--- src/core/teq_defs.vh ---
/*
 constants for the touch event qualifier: register offsets, field positions,
 reset values and timing counts. assumes a 100 MHz system clock.
*/
`ifndef TEQ_DEFS_VH
`define TEQ_DEFS_VH

// register offsets
`define TEQ_ADDR_RECAL 8'h26
`define TEQ_ADDR_IRQ_EN 8'h27
`define TEQ_ADDR_RPT_EN 8'h28
`define TEQ_ADDR_MT_CFG 8'h2a
`define TEQ_ADDR_PAT_CFG 8'h2b
`define TEQ_ADDR_PAT_SEL 8'h2d
`define TEQ_ADDR_TIMING 8'h23
`define TEQ_ADDR_RPT_CFG 8'h22
`define TEQ_ADDR_STATUS 8'h00
`define TEQ_ADDR_TOUCH 8'h03

// reset values
`define TEQ_RST_IRQ_EN 6'h3f
`define TEQ_RST_RPT_EN 6'h3f
`define TEQ_RST_MT_CFG 8'h80
`define TEQ_RST_PAT_CFG 8'h00
`define TEQ_RST_PAT_SEL 6'h3f
`define TEQ_RST_MPRESS 4'h7
`define TEQ_RST_RPT 4'h4

// field positions
`define TEQ_MT_BLK_BIT 7
`define TEQ_MT_LIM_HI 3
`define TEQ_MT_LIM_LO 2
`define TEQ_PAT_EN_BIT 7
`define TEQ_PAT_TH_HI 3
`define TEQ_PAT_TH_LO 2
`define TEQ_PAT_CMP_BIT 1
`define TEQ_PAT_ALERT_BIT 0
`define TEQ_ST_IRQ_BIT 0
`define TEQ_ST_TOO_MANY_TOUCHES_FLAG_BIT 2
`define TEQ_ST_PAT_BIT 1

// timing: one step of press and repeat times
`define TEQ_STEP_MS 35
`define TEQ_CLK_KHZ 100000
`define TEQ_STEP_CYC (`TEQ_STEP_MS * `TEQ_CLK_KHZ)

`endif

--- src/core/teq_step_timer.v ---
/*
 step timer: one-cycle tick every STEP_CYC clocks while run is high.
 assumes synchronous active-low reset on clk_sys.
*/
`timescale 1ns/100ps
`default_nettype none
module teq_step_timer #(
   parameter STEP_CYC = 3500000
) (
   // clock and reset
   input wire clk_sys,
   input wire nrst,
   // control
   input wire run,
   output reg tick
);
   reg [31:0] cnt;
   always @(posedge clk_sys) begin
      if (!nrst || !run) begin
         cnt <= 32'h0;
         tick <= 1'b0;
      end else if (cnt == STEP_CYC - 1) begin
         cnt <= 32'h0;
         tick <= 1'b1;
      end else begin
         cnt <= cnt + 32'h1;
         tick <= 1'b0;
      end
   end
endmodule
`default_nettype wire

--- src/core/teq_input_qual.v ---
/*
 one sensor input: classifies touch against press-and-hold and emits
 interrupt events. assumes a shared 35 ms step tick and that blocked
 inputs present no touch.
*/
`timescale 1ns/100ps
`default_nettype none
module teq_input_qual (
   // clock and reset
   input wire clk_sys,
   input wire nrst,
   // per input
   input wire touch,
   input wire autorepeat_enable,
   input wire release_irq_select,
   input wire step_tick,
   input wire [3:0] min_press,
   input wire [3:0] repeat_interval,
   // events
   output reg irq_event
);
   reg touch_q;
   reg held;
   reg [4:0] steps;
   always @(posedge clk_sys) begin
      if (!nrst) begin
         touch_q <= 1'b0;
         held <= 1'b0;
         steps <= 5'h0;
         irq_event <= 1'b0;
      end else begin
         touch_q <= touch;
         irq_event <= 1'b0;
         if (touch && !touch_q) begin
            irq_event <= 1'b1;
            held <= 1'b0;
            steps <= 5'h0;
         end else if (!touch && touch_q) begin
            // plain touch may interrupt at release; a hold does not
            if (!autorepeat_enable)
               irq_event <= 1'b1;
            else if (!held)
               irq_event <= release_irq_select;
         end else if (touch && autorepeat_enable && step_tick) begin
            if (!held) begin
               if (steps == {1'b0, min_press} + 5'h1) begin
                  held <= 1'b1;
                  irq_event <= 1'b1;
                  steps <= 5'h0;
               end else begin
                  steps <= steps + 5'h1;
               end
            end else if (steps == {1'b0, repeat_interval}) begin
               irq_event <= 1'b1;
               steps <= 5'h0;
            end else begin
               steps <= steps + 5'h1;
            end
         end
      end
   end
endmodule
`default_nettype wire

--- src/core/teq_top.v ---
/*
 touch event qualifier: recalibration requests, interrupt enables,
 auto-repeat, multiple-touch blocking and touch pattern detection.
 assumes a register port already decoded from the serial bus, and raw
 touch, over-pattern-threshold and noise flags from the analog front end.
*/
// Summary of operation
// - recal bit set starts recal, self clears
// - touch interrupts only with input enable set
// - no repeat: interrupt at touch and release
// - repeat plain touch: release per release select
// - hold: interrupt repeatedly at repeat interval
// - blocking on by default, limit touches flagged
// - blocking off blocks nothing
// - reselect in order input one to six
// - limit field codes to one..four touches
// - excess touches blocked, multi flag set
// - pattern detector only when enabled, reset off
// - pattern threshold fraction code to front end
// - pattern mode: all selected inputs over
// - count mode: over count at least popcount
// - pattern event blocks touches and interrupts
// - pattern block lasts while condition holds
// - pattern flag clears only on interrupt clear
// - alert pin only with alert enable
// - pattern select register, default all inputs
// - hold beyond minimum press is press-and-hold
// - repeat interval in 35 ms steps
`timescale 1ns/100ps
`default_nettype none
`include "teq_defs.vh"
module teq_top #(
   parameter STEP_CYC = `TEQ_STEP_CYC
) (
   // clock and reset
   input wire clk_sys,
   input wire nrst,
   // register port
   input wire reg_wr,
   input wire reg_rd,
   input wire [7:0] reg_addr,
   input wire [7:0] reg_wdata,
   output reg [7:0] reg_rdata,
   // front end
   input wire [5:0] raw_touch,
   input wire [5:0] over_pattern_th,
   input wire [5:0] noise_flag,
   input wire [5:0] recal_done,
   input wire release_irq_select,
   // to front end
   output reg [5:0] recal_start,
   output reg [1:0] pattern_threshold_fraction,
   // pins
   output reg irq_n,
   output reg alert_n
);
   localparam ST_IDLE = 2'b01;
   localparam ST_BLOCK = 2'b10;
   localparam [7:0] RST_MT_CFG = `TEQ_RST_MT_CFG;

   reg [5:0] recal_request;
   reg [5:0] irq_enable;
   reg [5:0] autorepeat_enable;
   reg touch_blocking_enable;
   reg [1:0] simultaneous_touch_limit;
   reg [7:0] pattern_cfg;
   reg [5:0] pattern_select;
   reg [3:0] min_press;
   reg [3:0] repeat_interval;
   reg [5:0] touch_status;
   reg [5:0] allowed;
   reg too_many_touches_flag;
   reg pattern_event_flag;
   reg irq_flag;
   reg alert_flag;
   reg [1:0] pat_state;
   reg [5:0] next_allowed;
   reg [2:0] n_sel;
   reg [2:0] n_over;
   reg [2:0] limit;
   reg pat_cond;
   reg excess;
   integer i;

   wire [5:0] over_or_noise = over_pattern_th | noise_flag;
   wire pattern_detect_enable = pattern_cfg[`TEQ_PAT_EN_BIT];
   wire pattern_compare_mode = pattern_cfg[`TEQ_PAT_CMP_BIT];
   wire pattern_alert_enable = pattern_cfg[`TEQ_PAT_ALERT_BIT];
   wire pat_block = (pat_state == ST_BLOCK);
   wire [5:0] qual_touch = raw_touch & allowed & {6{~pat_block}};
   wire [5:0] events;
   wire step_tick;
   wire any_touch = |raw_touch;

   // touch selection and pattern condition
   always @* begin
      limit = {1'b0, simultaneous_touch_limit} + 3'h1;
      n_sel = 3'h0;
      n_over = 3'h0;
      excess = 1'b0;
      next_allowed = 6'h0;
      for (i = 0; i < 6; i = i + 1) begin
         n_sel = n_sel + {2'b00, pattern_select[i]};
         n_over = n_over + {2'b00, over_or_noise[i]};
      end
      if (!touch_blocking_enable) begin
         next_allowed = 6'h3f;
      end else begin
         // keep flagged pads still held, fill free slots in input order, lowest first
         next_allowed = allowed & raw_touch;
         for (i = 0; i < 6; i = i + 1) begin
            if (raw_touch[i] && !next_allowed[i]) begin
               if (n_cnt(next_allowed) < limit)
                  next_allowed[i] = 1'b1;
               else
                  excess = 1'b1;
            end
         end
      end
      if (pattern_compare_mode)
         pat_cond = ((over_or_noise & pattern_select) == pattern_select);
      else
         pat_cond = (n_over >= n_sel);
      pat_cond = pat_cond & pattern_detect_enable;
   end

   function [2:0] n_cnt;
      input [5:0] v;
      integer k;
      begin
         n_cnt = 3'h0;
         for (k = 0; k < 6; k = k + 1)
            n_cnt = n_cnt + {2'b00, v[k]};
      end
   endfunction

   teq_step_timer #(
      .STEP_CYC(STEP_CYC)
   ) u_timer (
      .clk_sys(clk_sys),
      .nrst(nrst),
      .run(any_touch),
      .tick(step_tick)
   );

   genvar g;
   generate
      for (g = 0; g < 6; g = g + 1) begin : g_in
         teq_input_qual u_q (
            .clk_sys(clk_sys),
            .nrst(nrst),
            .touch(qual_touch[g]),
            .autorepeat_enable(autorepeat_enable[g]),
            .release_irq_select(release_irq_select),
            .step_tick(step_tick),
            .min_press(min_press),
            .repeat_interval(repeat_interval),
            .irq_event(events[g])
         );
      end
   endgenerate

   wire st_clear = reg_wr && (reg_addr == `TEQ_ADDR_STATUS) && !reg_wdata[`TEQ_ST_IRQ_BIT];
   wire pat_rise = pat_cond && (pat_state == ST_IDLE);
   // a pattern block looks like a release to the qualifiers; keep it quiet
   wire touch_irq = |(events & irq_enable & {6{~pat_block}});

   always @(posedge clk_sys) begin
      if (!nrst) begin
         recal_request <= 6'h0;
         recal_start <= 6'h0;
         irq_enable <= `TEQ_RST_IRQ_EN;
         autorepeat_enable <= `TEQ_RST_RPT_EN;
         touch_blocking_enable <= RST_MT_CFG[`TEQ_MT_BLK_BIT];
         simultaneous_touch_limit <= 2'h0;
         pattern_cfg <= `TEQ_RST_PAT_CFG;
         pattern_select <= `TEQ_RST_PAT_SEL;
         min_press <= `TEQ_RST_MPRESS;
         repeat_interval <= `TEQ_RST_RPT;
         pattern_threshold_fraction <= 2'h0;
         allowed <= 6'h0;
         touch_status <= 6'h0;
         too_many_touches_flag <= 1'b0;
         pattern_event_flag <= 1'b0;
         irq_flag <= 1'b0;
         alert_flag <= 1'b0;
         pat_state <= ST_IDLE;
         irq_n <= 1'b1;
         alert_n <= 1'b1;
         reg_rdata <= 8'h00;
      end else begin
         recal_start <= 6'h0;
         allowed <= next_allowed;
         if (reg_wr) begin
            case (reg_addr)
               `TEQ_ADDR_RECAL: begin
                  // a done landing with a write still clears its own bit
                  recal_request <= (recal_request & ~recal_done) | reg_wdata[5:0];
                  recal_start <= reg_wdata[5:0];
               end
               `TEQ_ADDR_IRQ_EN: irq_enable <= reg_wdata[5:0];
               `TEQ_ADDR_RPT_EN: autorepeat_enable <= reg_wdata[5:0];
               `TEQ_ADDR_MT_CFG: begin
                  touch_blocking_enable <= reg_wdata[`TEQ_MT_BLK_BIT];
                  simultaneous_touch_limit <= reg_wdata[`TEQ_MT_LIM_HI:`TEQ_MT_LIM_LO];
               end
               `TEQ_ADDR_PAT_CFG: begin
                  pattern_cfg <= reg_wdata & 8'h8f;
                  pattern_threshold_fraction <= reg_wdata[`TEQ_PAT_TH_HI:`TEQ_PAT_TH_LO];
               end
               `TEQ_ADDR_PAT_SEL: pattern_select <= reg_wdata[5:0];
               `TEQ_ADDR_TIMING: min_press <= reg_wdata[3:0];
               `TEQ_ADDR_RPT_CFG: repeat_interval <= reg_wdata[3:0];
               default: begin
               end
            endcase
         end
         if (!(reg_wr && reg_addr == `TEQ_ADDR_RECAL))
            recal_request <= recal_request & ~recal_done;
         touch_status <= qual_touch;
         case (pat_state)
            ST_IDLE: if (pat_rise) pat_state <= ST_BLOCK;
            ST_BLOCK: if (!pat_cond) pat_state <= ST_IDLE;
            default: pat_state <= ST_IDLE;
         endcase
         // set wins over a clear in the same cycle
         if (pat_rise)
            pattern_event_flag <= 1'b1;
         else if (st_clear && !pat_cond)
            pattern_event_flag <= 1'b0;
         if (pat_rise && pattern_alert_enable)
            alert_flag <= 1'b1;
         else if (st_clear)
            alert_flag <= 1'b0;
         if (excess)
            too_many_touches_flag <= 1'b1;
         else if (st_clear)
            too_many_touches_flag <= 1'b0;
         if (touch_irq || pat_rise)
            irq_flag <= 1'b1;
         else if (st_clear)
            irq_flag <= 1'b0;
         irq_n <= !(touch_irq || pat_rise || (irq_flag && !st_clear));
         alert_n <= !((pat_rise && pattern_alert_enable) || (alert_flag && !st_clear));
         reg_rdata <= 8'h00;
         if (reg_rd) begin
            case (reg_addr)
               `TEQ_ADDR_STATUS: reg_rdata <= {5'h0, too_many_touches_flag, pattern_event_flag, irq_flag};
               `TEQ_ADDR_TOUCH: reg_rdata <= {2'b00, touch_status};
               `TEQ_ADDR_RECAL: reg_rdata <= {2'b00, recal_request};
               `TEQ_ADDR_IRQ_EN: reg_rdata <= {2'b00, irq_enable};
               `TEQ_ADDR_RPT_EN: reg_rdata <= {2'b00, autorepeat_enable};
               `TEQ_ADDR_MT_CFG: reg_rdata <= {touch_blocking_enable, 3'h0, simultaneous_touch_limit, 2'h0};
               `TEQ_ADDR_PAT_CFG: reg_rdata <= pattern_cfg;
               `TEQ_ADDR_PAT_SEL: reg_rdata <= {2'b00, pattern_select};
               `TEQ_ADDR_TIMING: reg_rdata <= {4'h0, min_press};
               `TEQ_ADDR_RPT_CFG: reg_rdata <= {4'h0, repeat_interval};
               default: reg_rdata <= 8'h00;
            endcase
         end
      end
   end
endmodule
`default_nettype wire

--- config.mk ---
export PLATFORM = sky130hd
export DESIGN_NAME = teq_top
export DESIGN_NICKNAME = d
export VERILOG_FILES = /design/src/core/teq_step_timer.v /design/src/core/teq_input_qual.v /design/src/core/teq_top.v
export VERILOG_INCLUDE_DIRS = /design/src /design/src/core
export SDC_FILE = /design/constraint.sdc
export NUM_CORES = 1
export LEC_CHECK = 0
export BUFFER_PORTS_ARGS = -buffer_cell sky130_fd_sc_hd__buf_2
export CAP_MARGIN = 20
export CORE_ASPECT_RATIO = 0.5
export CORE_MARGIN = 4
export CORE_UTILIZATION = 43
export DETAILED_ROUTE_END_ITERATION = 8
export SLEW_MARGIN = 20
export SYNTH_ARGS = -nofsm -noshare
export SYNTH_HDL_FRONTEND = slang
export SYNTH_SLANG_ARGS = --single-unit
--- constraint.sdc ---
create_clock -name clk_sys -period 21.4 [get_ports clk_sys]
set_input_delay 0 -clock clk_sys [delete_from_list [all_inputs] [get_ports clk_sys]]
set_output_delay 0 -clock clk_sys [all_outputs]
set_load 0.005 [all_outputs]
# Yosys cells after proc, flatten, opt, wreduce, memory -nomap -nowiden
# Index checks and enable logic that the tools add are counted.
[classes] add_sub_neg=43 multipliers=0 n_div=0 n_lt_le_gt_ge=7 eq_ne=29 n_shift=0 n_mux=119 bitwise=18 reduce_logical=98
[op_table] op="1-bit two-way mux" count=93
[op_table] op="5-bit two-way mux" count=18
[op_table] op="8-bit one-hot mux with 10 select lines" count=1
[op_table] op="3-bit by 1-bit adder with 3-bit output" count=24
[op_table] op="8-bit by 6-bit == test with 1-bit output (second input constant)" count=8
[op_table] op="1-bit logical AND" count=38
[op_table] op="6-bit bitwise AND" count=6
[op_table] op="32-bit by 1-bit adder with 32-bit output (second input constant)" count=1
[op_table] op="32-bit by 22-bit == test with 1-bit output (second input constant)" count=1
[op_table] op="2-bit AND reduction" count=16
[op_table] op="5-bit by 1-bit adder with 5-bit output (second input constant)" count=6
[op_table] op="5-bit by 4-bit == test with 1-bit output" count=6
[op_table] op="5-bit == test" count=6
[op_table] op="1-bit logical NOT" count=25
[op_table] op="6-bit two-way mux" count=4
[op_table] op="3-bit less-than comparator" count=6
[op_table] op="2-bit by 1-bit adder with 3-bit output" count=5
[op_table] op="2-bit OR reduction" count=7
[op_table] op="6-bit bitwise OR" count=2
[op_table] op="6-bit OR reduction" count=2
[op_table] op="1-bit by 1-bit adder with 2-bit output" count=5
[op_table] op="8-bit by 2-bit == test with 1-bit output (second input constant)" count=1
[op_table] op="8-bit logical NOT" count=1
[op_table] op="2-bit != test (second input constant)" count=4
[op_table] op="14 further kinds" count=28
[word_totals] ff_bits=157 latch_bits=0 mem_bits_rw=0 rom_bits=0 out_inout_bits=18 wordCells=361 mem_count=0

# Logic depth before layout (Yosys ltp)
# Gate-level depths: netlist (run 1).
[depth] depth_word=50 ltp_mapped=62

# Modules after synthesis
# Synthesis (run 1) repeated with hierarchy kept, for this count alone.
[hier_totals] hier_cells=989 area_unflattened_um2=9221.3
[modules_own_cells] module="teq_top" instances=1 cells_per_inst=487 area_per_inst_um2=4404.2 seq_area_each_um2=1461.4
[modules_own_cells] module="teq_input_qual" instances=6 cells_per_inst=54 area_per_inst_um2=540.5 seq_area_each_um2=160.2
[modules_own_cells] module="teq_step_timer" instances=1 cells_per_inst=178 area_per_inst_um2=1574.0 seq_area_each_um2=660.6

# Least setup slack after synthesis (run 1)
# Ideal clock, no wire load.
[synth_timing] kind="register to register" from="reg allowed[0]" to="reg too_many_touches_flag" setup_time_ns=0.127 t_arrival_ns=12.353 required_ns=21.273 setup_slack_ns=8.920 stages_incl_launch_ff=63 synth_period_minus_slack_ns=12.480 cell_sequence="dfxtp_1 > nand2_1 > fa_1 > inv_1 > fa_1 > ha_1 > fa_1 > ha_1 > o21ai_0 > nand2b_1 > a21oi_1 > o21ai_0 > fa_1 > inv_1 > ha_1 > fa_1 > ha_1 > o21ai_0 > [... 27 more ...] > nor2b_1 > ha_1 > fa_1 > ha_1 > ha_1 > o21ai_0 > nand2b_1 > a21oi_1 > o21ai_0 > fa_1 > inv_1 > ha_1 > ha_1 > a21o_1 > a21oi_1 > nor2_1 > a22oi_1 > a31oi_1"
[synth_via] elab_chain_cells=50
[synth_rtl] item="start: declaration" line="teq_top.v:71" rtl="reg [5:0] allowed;"
[synth_rtl] item="start signal: assignment" line="teq_top.v:193" rtl="allowed <= next_allowed;"
[synth_rtl] item="6-bit bitwise AND *" line="teq_top.v:110" rtl="next_allowed = allowed & raw_touch;"
[synth_rtl] item="1-bit by 1-bit adder with 2-bit output" line="teq_top.v:133" rtl="n_cnt = n_cnt + {2'b00, v[k]};"
[synth_rtl] item="2-bit by 1-bit adder with 3-bit output" line="teq_top.v:133"
[synth_rtl] item="3-bit by 1-bit adder with 3-bit output (3 in a row)" line="teq_top.v:133"
[synth_rtl] item="3-bit less-than comparator" line="teq_top.v:113" rtl="if (n_cnt(next_allowed) < limit)"
[synth_rtl] item="1-bit two-way mux" line="teq_top.v:113"
[synth_rtl] item="1-bit two-way mux" line="teq_top.v:112" rtl="if (raw_touch[i] && !next_allowed[i]) begin"
[synth_rtl] item="1-bit two-way mux" line="teq_top.v:106" rtl="if (!touch_blocking_enable) begin"
[synth_rtl] item="[... 31 more ...]"
[synth_rtl] item="1-bit two-way mux" line="teq_top.v:112"
[synth_rtl] item="1-bit two-way mux" line="teq_top.v:106"
[synth_rtl] item="3-bit by 1-bit adder with 3-bit output (2 in a row)" line="teq_top.v:133"
[synth_rtl] item="3-bit less-than comparator" line="teq_top.v:113"
[synth_rtl] item="1-bit two-way mux" line="teq_top.v:113"
[synth_rtl] item="1-bit two-way mux *" line="teq_top.v:112"
[synth_rtl] item="1-bit two-way mux *" line="teq_top.v:106"
[synth_rtl] item="1-bit two-way mux / 2-bit nonzero test (equally long branches)"
[synth_rtl] item="end signal: assignment" line="teq_top.v:183" rtl="too_many_touches_flag <= 1'b0;"
[synth_rtl] item="end signal: assignment" line="teq_top.v:236" rtl="too_many_touches_flag <= 1'b1;"
[synth_rtl] item="end signal: assignment" line="teq_top.v:238" rtl="too_many_touches_flag <= 1'b0;"
[synth_rtl] item="end: declaration" line="teq_top.v:72" rtl="reg too_many_touches_flag;"
# Every way passes the cells marked *; elsewhere a longest branch is shown, timed or not. The select of a mux whose other input is x is not followed.
# A chain may end at the register's enable or synchronous reset.

# Worst setup path in the final report (run 1)
# Ends and elaborated chain as after synthesis.

==> impl_metrics.py, run 1 <==
metrics = {
    "clocking": {
        "cts_tree": "yes",
        "cts_buffer_depth": 2,
        "htree_num_levels": 4,
        "root_buffer": "clkbuf_16",
        "cts.sinks": 148,
        "clkTransAtPathRegs_ps": 60,
        "cts_resized": 0,
        "cts_buffers": 17,
        "clk_latency_ps": 430,
    },
    "placement": {
        "gp_congestion": 0.871,
        "port_buffers": 60,
        "dpl.hpwl_um": 16200,
    },
    "synth": {
        "synthCells": 1007,
        "ys.flop_type": "dfxtp_1",
        "synth_fp_nets": 1107,
        "ys_seq_area_frac": 0.344,
        "ys_seq_elements": 148,
        "synth_top_area_frac": 0.344,
        "yosysUniqueCellTypes": 69,
        "synth-edff-count": 0,
        "yosys_warnings": 0,
        "synth_area_leader_cell": "dfxtp_1",
        "mappedNetlistArea_mm2": 0.00860,
        "syn_area_per_cell_um2": 8.54,
        "async_reset_ff_frac": 0,
        "synth_area_leaders": "dfxtp_1, ha_1, xnor2_1",
    },
    "final_layout": {
        "multi_input_area_mm2": 0.00517,
        "n_fill_cell": 1882,
        "seq_area_mm2": 0.00296,
        "layout-drive-gt1-share": 0.104,
        "final_common_cell": "dfxtp_1",
        "syn2layout_area_growth_pct": 15.1,
        "fin_nets": 1164,
        "diodes": 0,
        "layout_common_cells": "dfxtp_1, nor2_1, nand2_1",
    },
    "timing": {
        "post-route-period-util": 0.671,
        "rsz0062_at_grt": "no",
        "hold_viol_final": 0,
        "worstMarginPinSlew_ps": 1050,
        "max_freq_mhz": 69.6,
        "setup_viol": 0,
        "finalMaxSlewViolations": 0,
        "fin_setup_tns_ps": 0,
        "clock_skew_ps": 6.03,
        "slew-limit-headroom": 0.294,
        "min_period_ps": 14360,
    },
    "routing": {
        "drt_iter0_drc": 504,
        "wl_met3_um": 1090,
        "drc": 0,
        "first_pass_iters": 5,
        "routedWlPerCell_um": 16.7,
        "wl_um": 22400,
        "route.met2.wl_um": 10300,
        "vias": 7322,
        "top_layer": "met4",
        "wl_met1_um": 10700,
        "viasPerCell": 5.45,
        "ant_nets": 0,
    },
    "setup_path": {
        "crit_required_ps": 21720,
        "critPathKind": "flop to flop",
        "cp.arrival_ps": 14680,
        "crit_start": "allowed[0]",
        "start_kind": "flop",
        "crit_path_frequent_cell": "ha_1",
        "slowest_delay_ps": 570,
        "cp.buffers_inverters": 7,
        "critPathMaxFanout": 5,
        "timing.rr.start": "allowed[0]",
        "critPathTopFamily": "adder cells",
        "critPathSlowestCell": "fa_1",
        "end_kind": "flop",
    },
    "pwr": {
        "power_mw": 0.936,
        "p_per_area_mw_per_mm2": 94.5,
        "p_leak_nw": 4.02,
        "ir_worst_vdd_uv": 83.9,
    },
    "job": {
        "drv_cap": 0,
    },
    "floorplan": {
        "rows": 36,
        "die_width_um": 208,
        "num_io_pins": 63,
        "die_y_um": 108,
        "start_util": 0.440,
        "core_area_mm2": 0.0195,
        "dieArea_mm2": 0.0225,
    },
    "global_routing": {
        "gr-total-overflow": 0,
        "grt_usage": 0.205,
        "grt_max_degree": 58,
        "grt_pass1_vias": 7102,
        "antenna_found_initial": 0,
        "grt_pass1_wl_um": 37200,
    },
    "min_path": {
        "hp-class": "input pin to flop",
        "hold_path_startpoint": "reg_rd",
    },
    "outcome": {
        "status": "complete, no violations",
    },
}
-- worst min-delay path, stage by stage --
cell	delay, ps
buf_2	100
nand4_1	230
a21oi_1	70
-- per-stage QoR --
stage                      util  instances  setup slack, ps  instance area (um^2)  hold WS (ps)
after floorplan               -       1007             8920                  8600           101
after global placement    0.462       1286             7940                  9040           208
after detailed placement  0.462       1286             7740                  9040           213
after CTS                 0.507       1343             7030                  9900          8.27
after global routing      0.507       1343             5980                  9900          13.7
final                     0.507       1343             7040                  9900          22.1
-- kinds of logic (layout without fill, tap and decap cells) --
logic type	Yosys count	after routing	share of synthesized area
xor+xnor	91	91	0.101
compound gates	170	170	0.131
buf+inv	118	188	0.0547
flops	148	148	0.344
other cells	1	1	0.000436
mux	28	28	0.0330
fa+ha+maj	55	55	0.0975
simple gates	396	396	0.238
-- synth_stat cells (4+ instances only) --
cell type    n
fa_1        20
nand3_1     67
a31o_2       7
or3_1        6
o21bai_1     5
buf_4        4
and3_1      16
o31ai_1      4
a22oi_1     16
mux2i_1     25
a21boi_0     5
nor3b_1      6
xor2_1      40
nor3_1      21
xnor3_1      4
xnor2_1     46
nor2b_1     28
dfxtp_1    148
o21a_1      10
and2_1      14
inv_1       69
o21ai_0     37
and4_1       4
a211oi_1     6
clkbuf_1    32
a31oi_1      8
buf_2       10
a22o_1       5
nand4_1     24
nor4_1      11
nand2_1     73
nand2b_1    12
o211ai_1     4
ha_1        35
nor2_1      89
a21oi_1     39
nand3b_1     5
a221oi_1     4
-- final timing paths --
check / to / slack (ps) / depth (start not counted)
min: reg_rdata[0] / 20 / 3
min reg2reg: recal_request[5] / 470 / 2
max: too_many_touches_flag / 7040 / 63
max reg2reg: too_many_touches_flag / 7040 / 63
-- what timing repair did --
item / 4_1_cts / 5_1_grt
buffers inserted: 0 / 0
hold buffers: 25 / 0
hold endpoints to repair: 58 / 0
setup endpoints to repair: 0 / 0
-- where the power goes --
| group | switching [mW] | leakage [nW] | internal (mW) |
|---|---|---|---|
| combinational | 0.181 | 2.53 | 0.146 |
| sequential | 0.00730 | 1.20 | 0.285 |
| clock | 0.128 | 0.292 | 0.189 |
| total | 0.317 | 4.02 | 0.620 |
-- routing by layer --
metal | vias up | global-route usage
li1 | 3623 | -
met1 | 3496 | 0.277
met4 | 0 | 0.0529
met2 | 173 | 0.340
met3 | 30 | 0.0432
met5 | - | 0
-- registers in the layout, summed over array words and instances (netlist names), 4 cells and up --
| signal | flops |
|---|---|
| allowed | 6 |
| autorepeat_enable | 6 |
| g_in.u_q.held | 6 |
| g_in.u_q.irq_event | 6 |
| g_in.u_q.steps | 30 |
| irq_enable | 6 |
| min_press | 4 |
| pattern_cfg | 4 |
| pattern_select | 6 |
| recal_request | 6 |
| recal_start | 6 |
| reg_rdata | 7 |
| repeat_interval | 4 |
| touch_status | 6 |
| u_timer.cnt | 32 |
-- area by class of cell --
class | count | area share
multi-input cells | 741 | 0.522
flip-flops and latches | 148 | 0.299
repair buffers | 87 | 0.0571
clock buffers | 19 | 0.0447
well taps | 266 | 0.0336
inverters | 69 | 0.0262
clock inverters | 13 | 0.0174
Power figures use the tool's default switching activity.
==> run 2, diff against run 1 <==
- clock period: 21.4 -> 13.91 ns (I/O delays scaled with it)
==> run 2 against run 1 <==
Compared with the run above:
- clock power is 39% higher
- worst setup slack worse by 6400 ps
- critical path type unchanged
- clock skew is 4.3 ps higher
- global-route usage hardly changed
- fmax is 8.0% higher
- clock-buffer cell count is 1 lower
- register-to-register slack worse by 6400 ps
- core utilization is 0.090 points lower
- non-clock buffer count is 3 higher
- cell area is 0.18% lower
- critical endpoint unchanged
- combinational power is 63% higher
- sequential power is 54% higher
==> impl_metrics.py, run 2 (synthesis gave the netlist of run 1 again) <==
metrics = {
    "setup_path": {
        "cp.arrival_ps": 13600,
        "cp.buffers_inverters": 6,
        "critPathTopFamily": "adder cells",
        "end_kind": "flop",
        "critPathKind": "flop to flop",
        "critPathMaxFanout": 5,
        "crit_path_frequent_cell": "ha_1",
        "crit_required_ps": 14220,
        "critPathSlowestCell": "fa_1",
        "slowest_delay_ps": 570,
        "start_kind": "flop",
    },
    "clocking": {
        "cts_buffer_depth": 2,
        "root_buffer": "clkbuf_16",
        "htree_num_levels": 4,
        "cts.sinks": 148,
        "cts_tree": "yes",
        "clk_latency_ps": 430,
        "clkTransAtPathRegs_ps": 70,
        "cts_buffers": 17,
    },
    "floorplan": {
        "start_util": 0.440,
        "dieArea_mm2": 0.0225,
        "rows": 36,
        "core_area_mm2": 0.0195,
        "num_io_pins": 63,
        "die_width_um": 208,
        "die_y_um": 108,
    },
    "routing": {
        "ant_nets": 0,
        "drt_iter0_drc": 530,
        "vias": 7390,
        "drc": 0,
        "first_pass_iters": 5,
        "viasPerCell": 5.49,
        "wl_um": 22700,
        "routedWlPerCell_um": 16.9,
    },
    "global_routing": {
        "grt_pass1_vias": 6983,
        "grt_usage": 0.205,
        "antenna_found_initial": 0,
        "gr-total-overflow": 0,
        "grt_max_degree": 58,
        "grt_pass1_wl_um": 36700,
    },
    "timing": {
        "setup_viol": 0,
        "slew-limit-headroom": 0.345,
        "max_freq_mhz": 75.2,
        "min_period_ps": 13290,
        "whs_ps": 63.7,
        "fin_ws_ps": 617,
        "post-route-period-util": 0.956,
        "hold_viol_final": 0,
        "clock_skew_ps": 10.4,
        "finalMaxSlewViolations": 0,
        "worstMarginPinSlew_ps": 982,
    },
    "final_layout": {
        "reg_top3": "u_timer.cnt (32), g_in.u_q.steps (30), reg_rdata (7)",
        "syn2layout_area_growth_pct": 14.9,
        "layout_common_cells": "dfxtp_1, nor2_1, nand2_1",
        "fin_nets": 1167,
        "final_area_mm2": 0.00989,
        "diodes": 0,
        "final_common_cell": "dfxtp_1",
        "largest_reg_flops": 32,
        "layout-drive-gt1-share": 0.114,
        "max_flop_register": "u_timer.cnt",
        "fin_cells": 1346,
    },
    "placement": {
        "dp_slack_ps": 354,
        "postPlaceCellArea_mm2": 0.00904,
        "gp_congestion": 0.891,
        "port_buffers": 60,
        "dpl.hpwl_um": 16200,
        "dp_cells": 1287,
    },
    "pwr": {
        "p_per_area_mw_per_mm2": 144,
        "ir_worst_vdd_uv": 122,
        "power_mw": 1.43,
        "p_leak_nw": 4.01,
    },
    "outcome": {
        "status": "complete, no violations",
    },
    "job": {
        "drv_cap": 0,
    },
    "min_path": {
        "hp-class": "input pin to flop",
    },
}
[run 2: through the flow]
step	setup TNS [ps]	util
after CTS	0	0.504
after detailed placement	0	0.463
after global placement	0	0.463
after global routing	-26.5	0.506
after floorplan	0	-
final	0	0.506
[run 2: final timing paths]
check                           depth (start not counted)              from                    end  slack (ps)
worst max-delay path                                   62        allowed[0]  too_many_touches_flag         620
worst min register to register                          2  recal_request[5]       recal_request[5]         480
worst min-delay path                                    3            reg_wr          irq_enable[3]          60
worst max register to register                         62        allowed[0]  too_many_touches_flag         620
[run 2: repair_timing]
| action | in CTS | in global routing |
|---|---|---|
| hold endpoints to repair | 51 | 0 |
| hold buffers | 25 | 0 |
| buffers inserted | 0 | 2 |
| setup endpoints to repair | 0 | 2 |
| gates resized for setup | 0 | 9 |
[run 2: area by class of cell]
type / instances / area (um^2)
fillers: 1872 / 9660
well taps: 266 / 333
repair buffers: 90 / 588
clock buffers: 18 / 439
flip-flops and latches: 148 / 2960
clock inverters: 14 / 118
multi-input cells: 741 / 5180
inverters: 69 / 259
[run 2: power by group]
part / switching (mW) / internal (mW)
clock network: 0.205 / 0.237
logic: 0.296 / 0.237
registers: 0.0120 / 0.439
total: 0.513 / 0.914
[run 2: worst min-delay path, stage by stage]
cell	delay, ps
buf_2	240
nand3_1	140
nand3_1	70
[run 2: layer usage]
| metal | global-route usage | part of all wire | vias up |
|---|---|---|---|
| met1 | 0.278 | 0.47 | 3538 |
| met5 | 0 | 0 | - |
| li1 | - | - | 3624 |
| met2 | 0.333 | 0.45 | 190 |
| met3 | 0.0464 | 0.053 | 38 |
| met4 | 0.0571 | 0.019 | 0 |
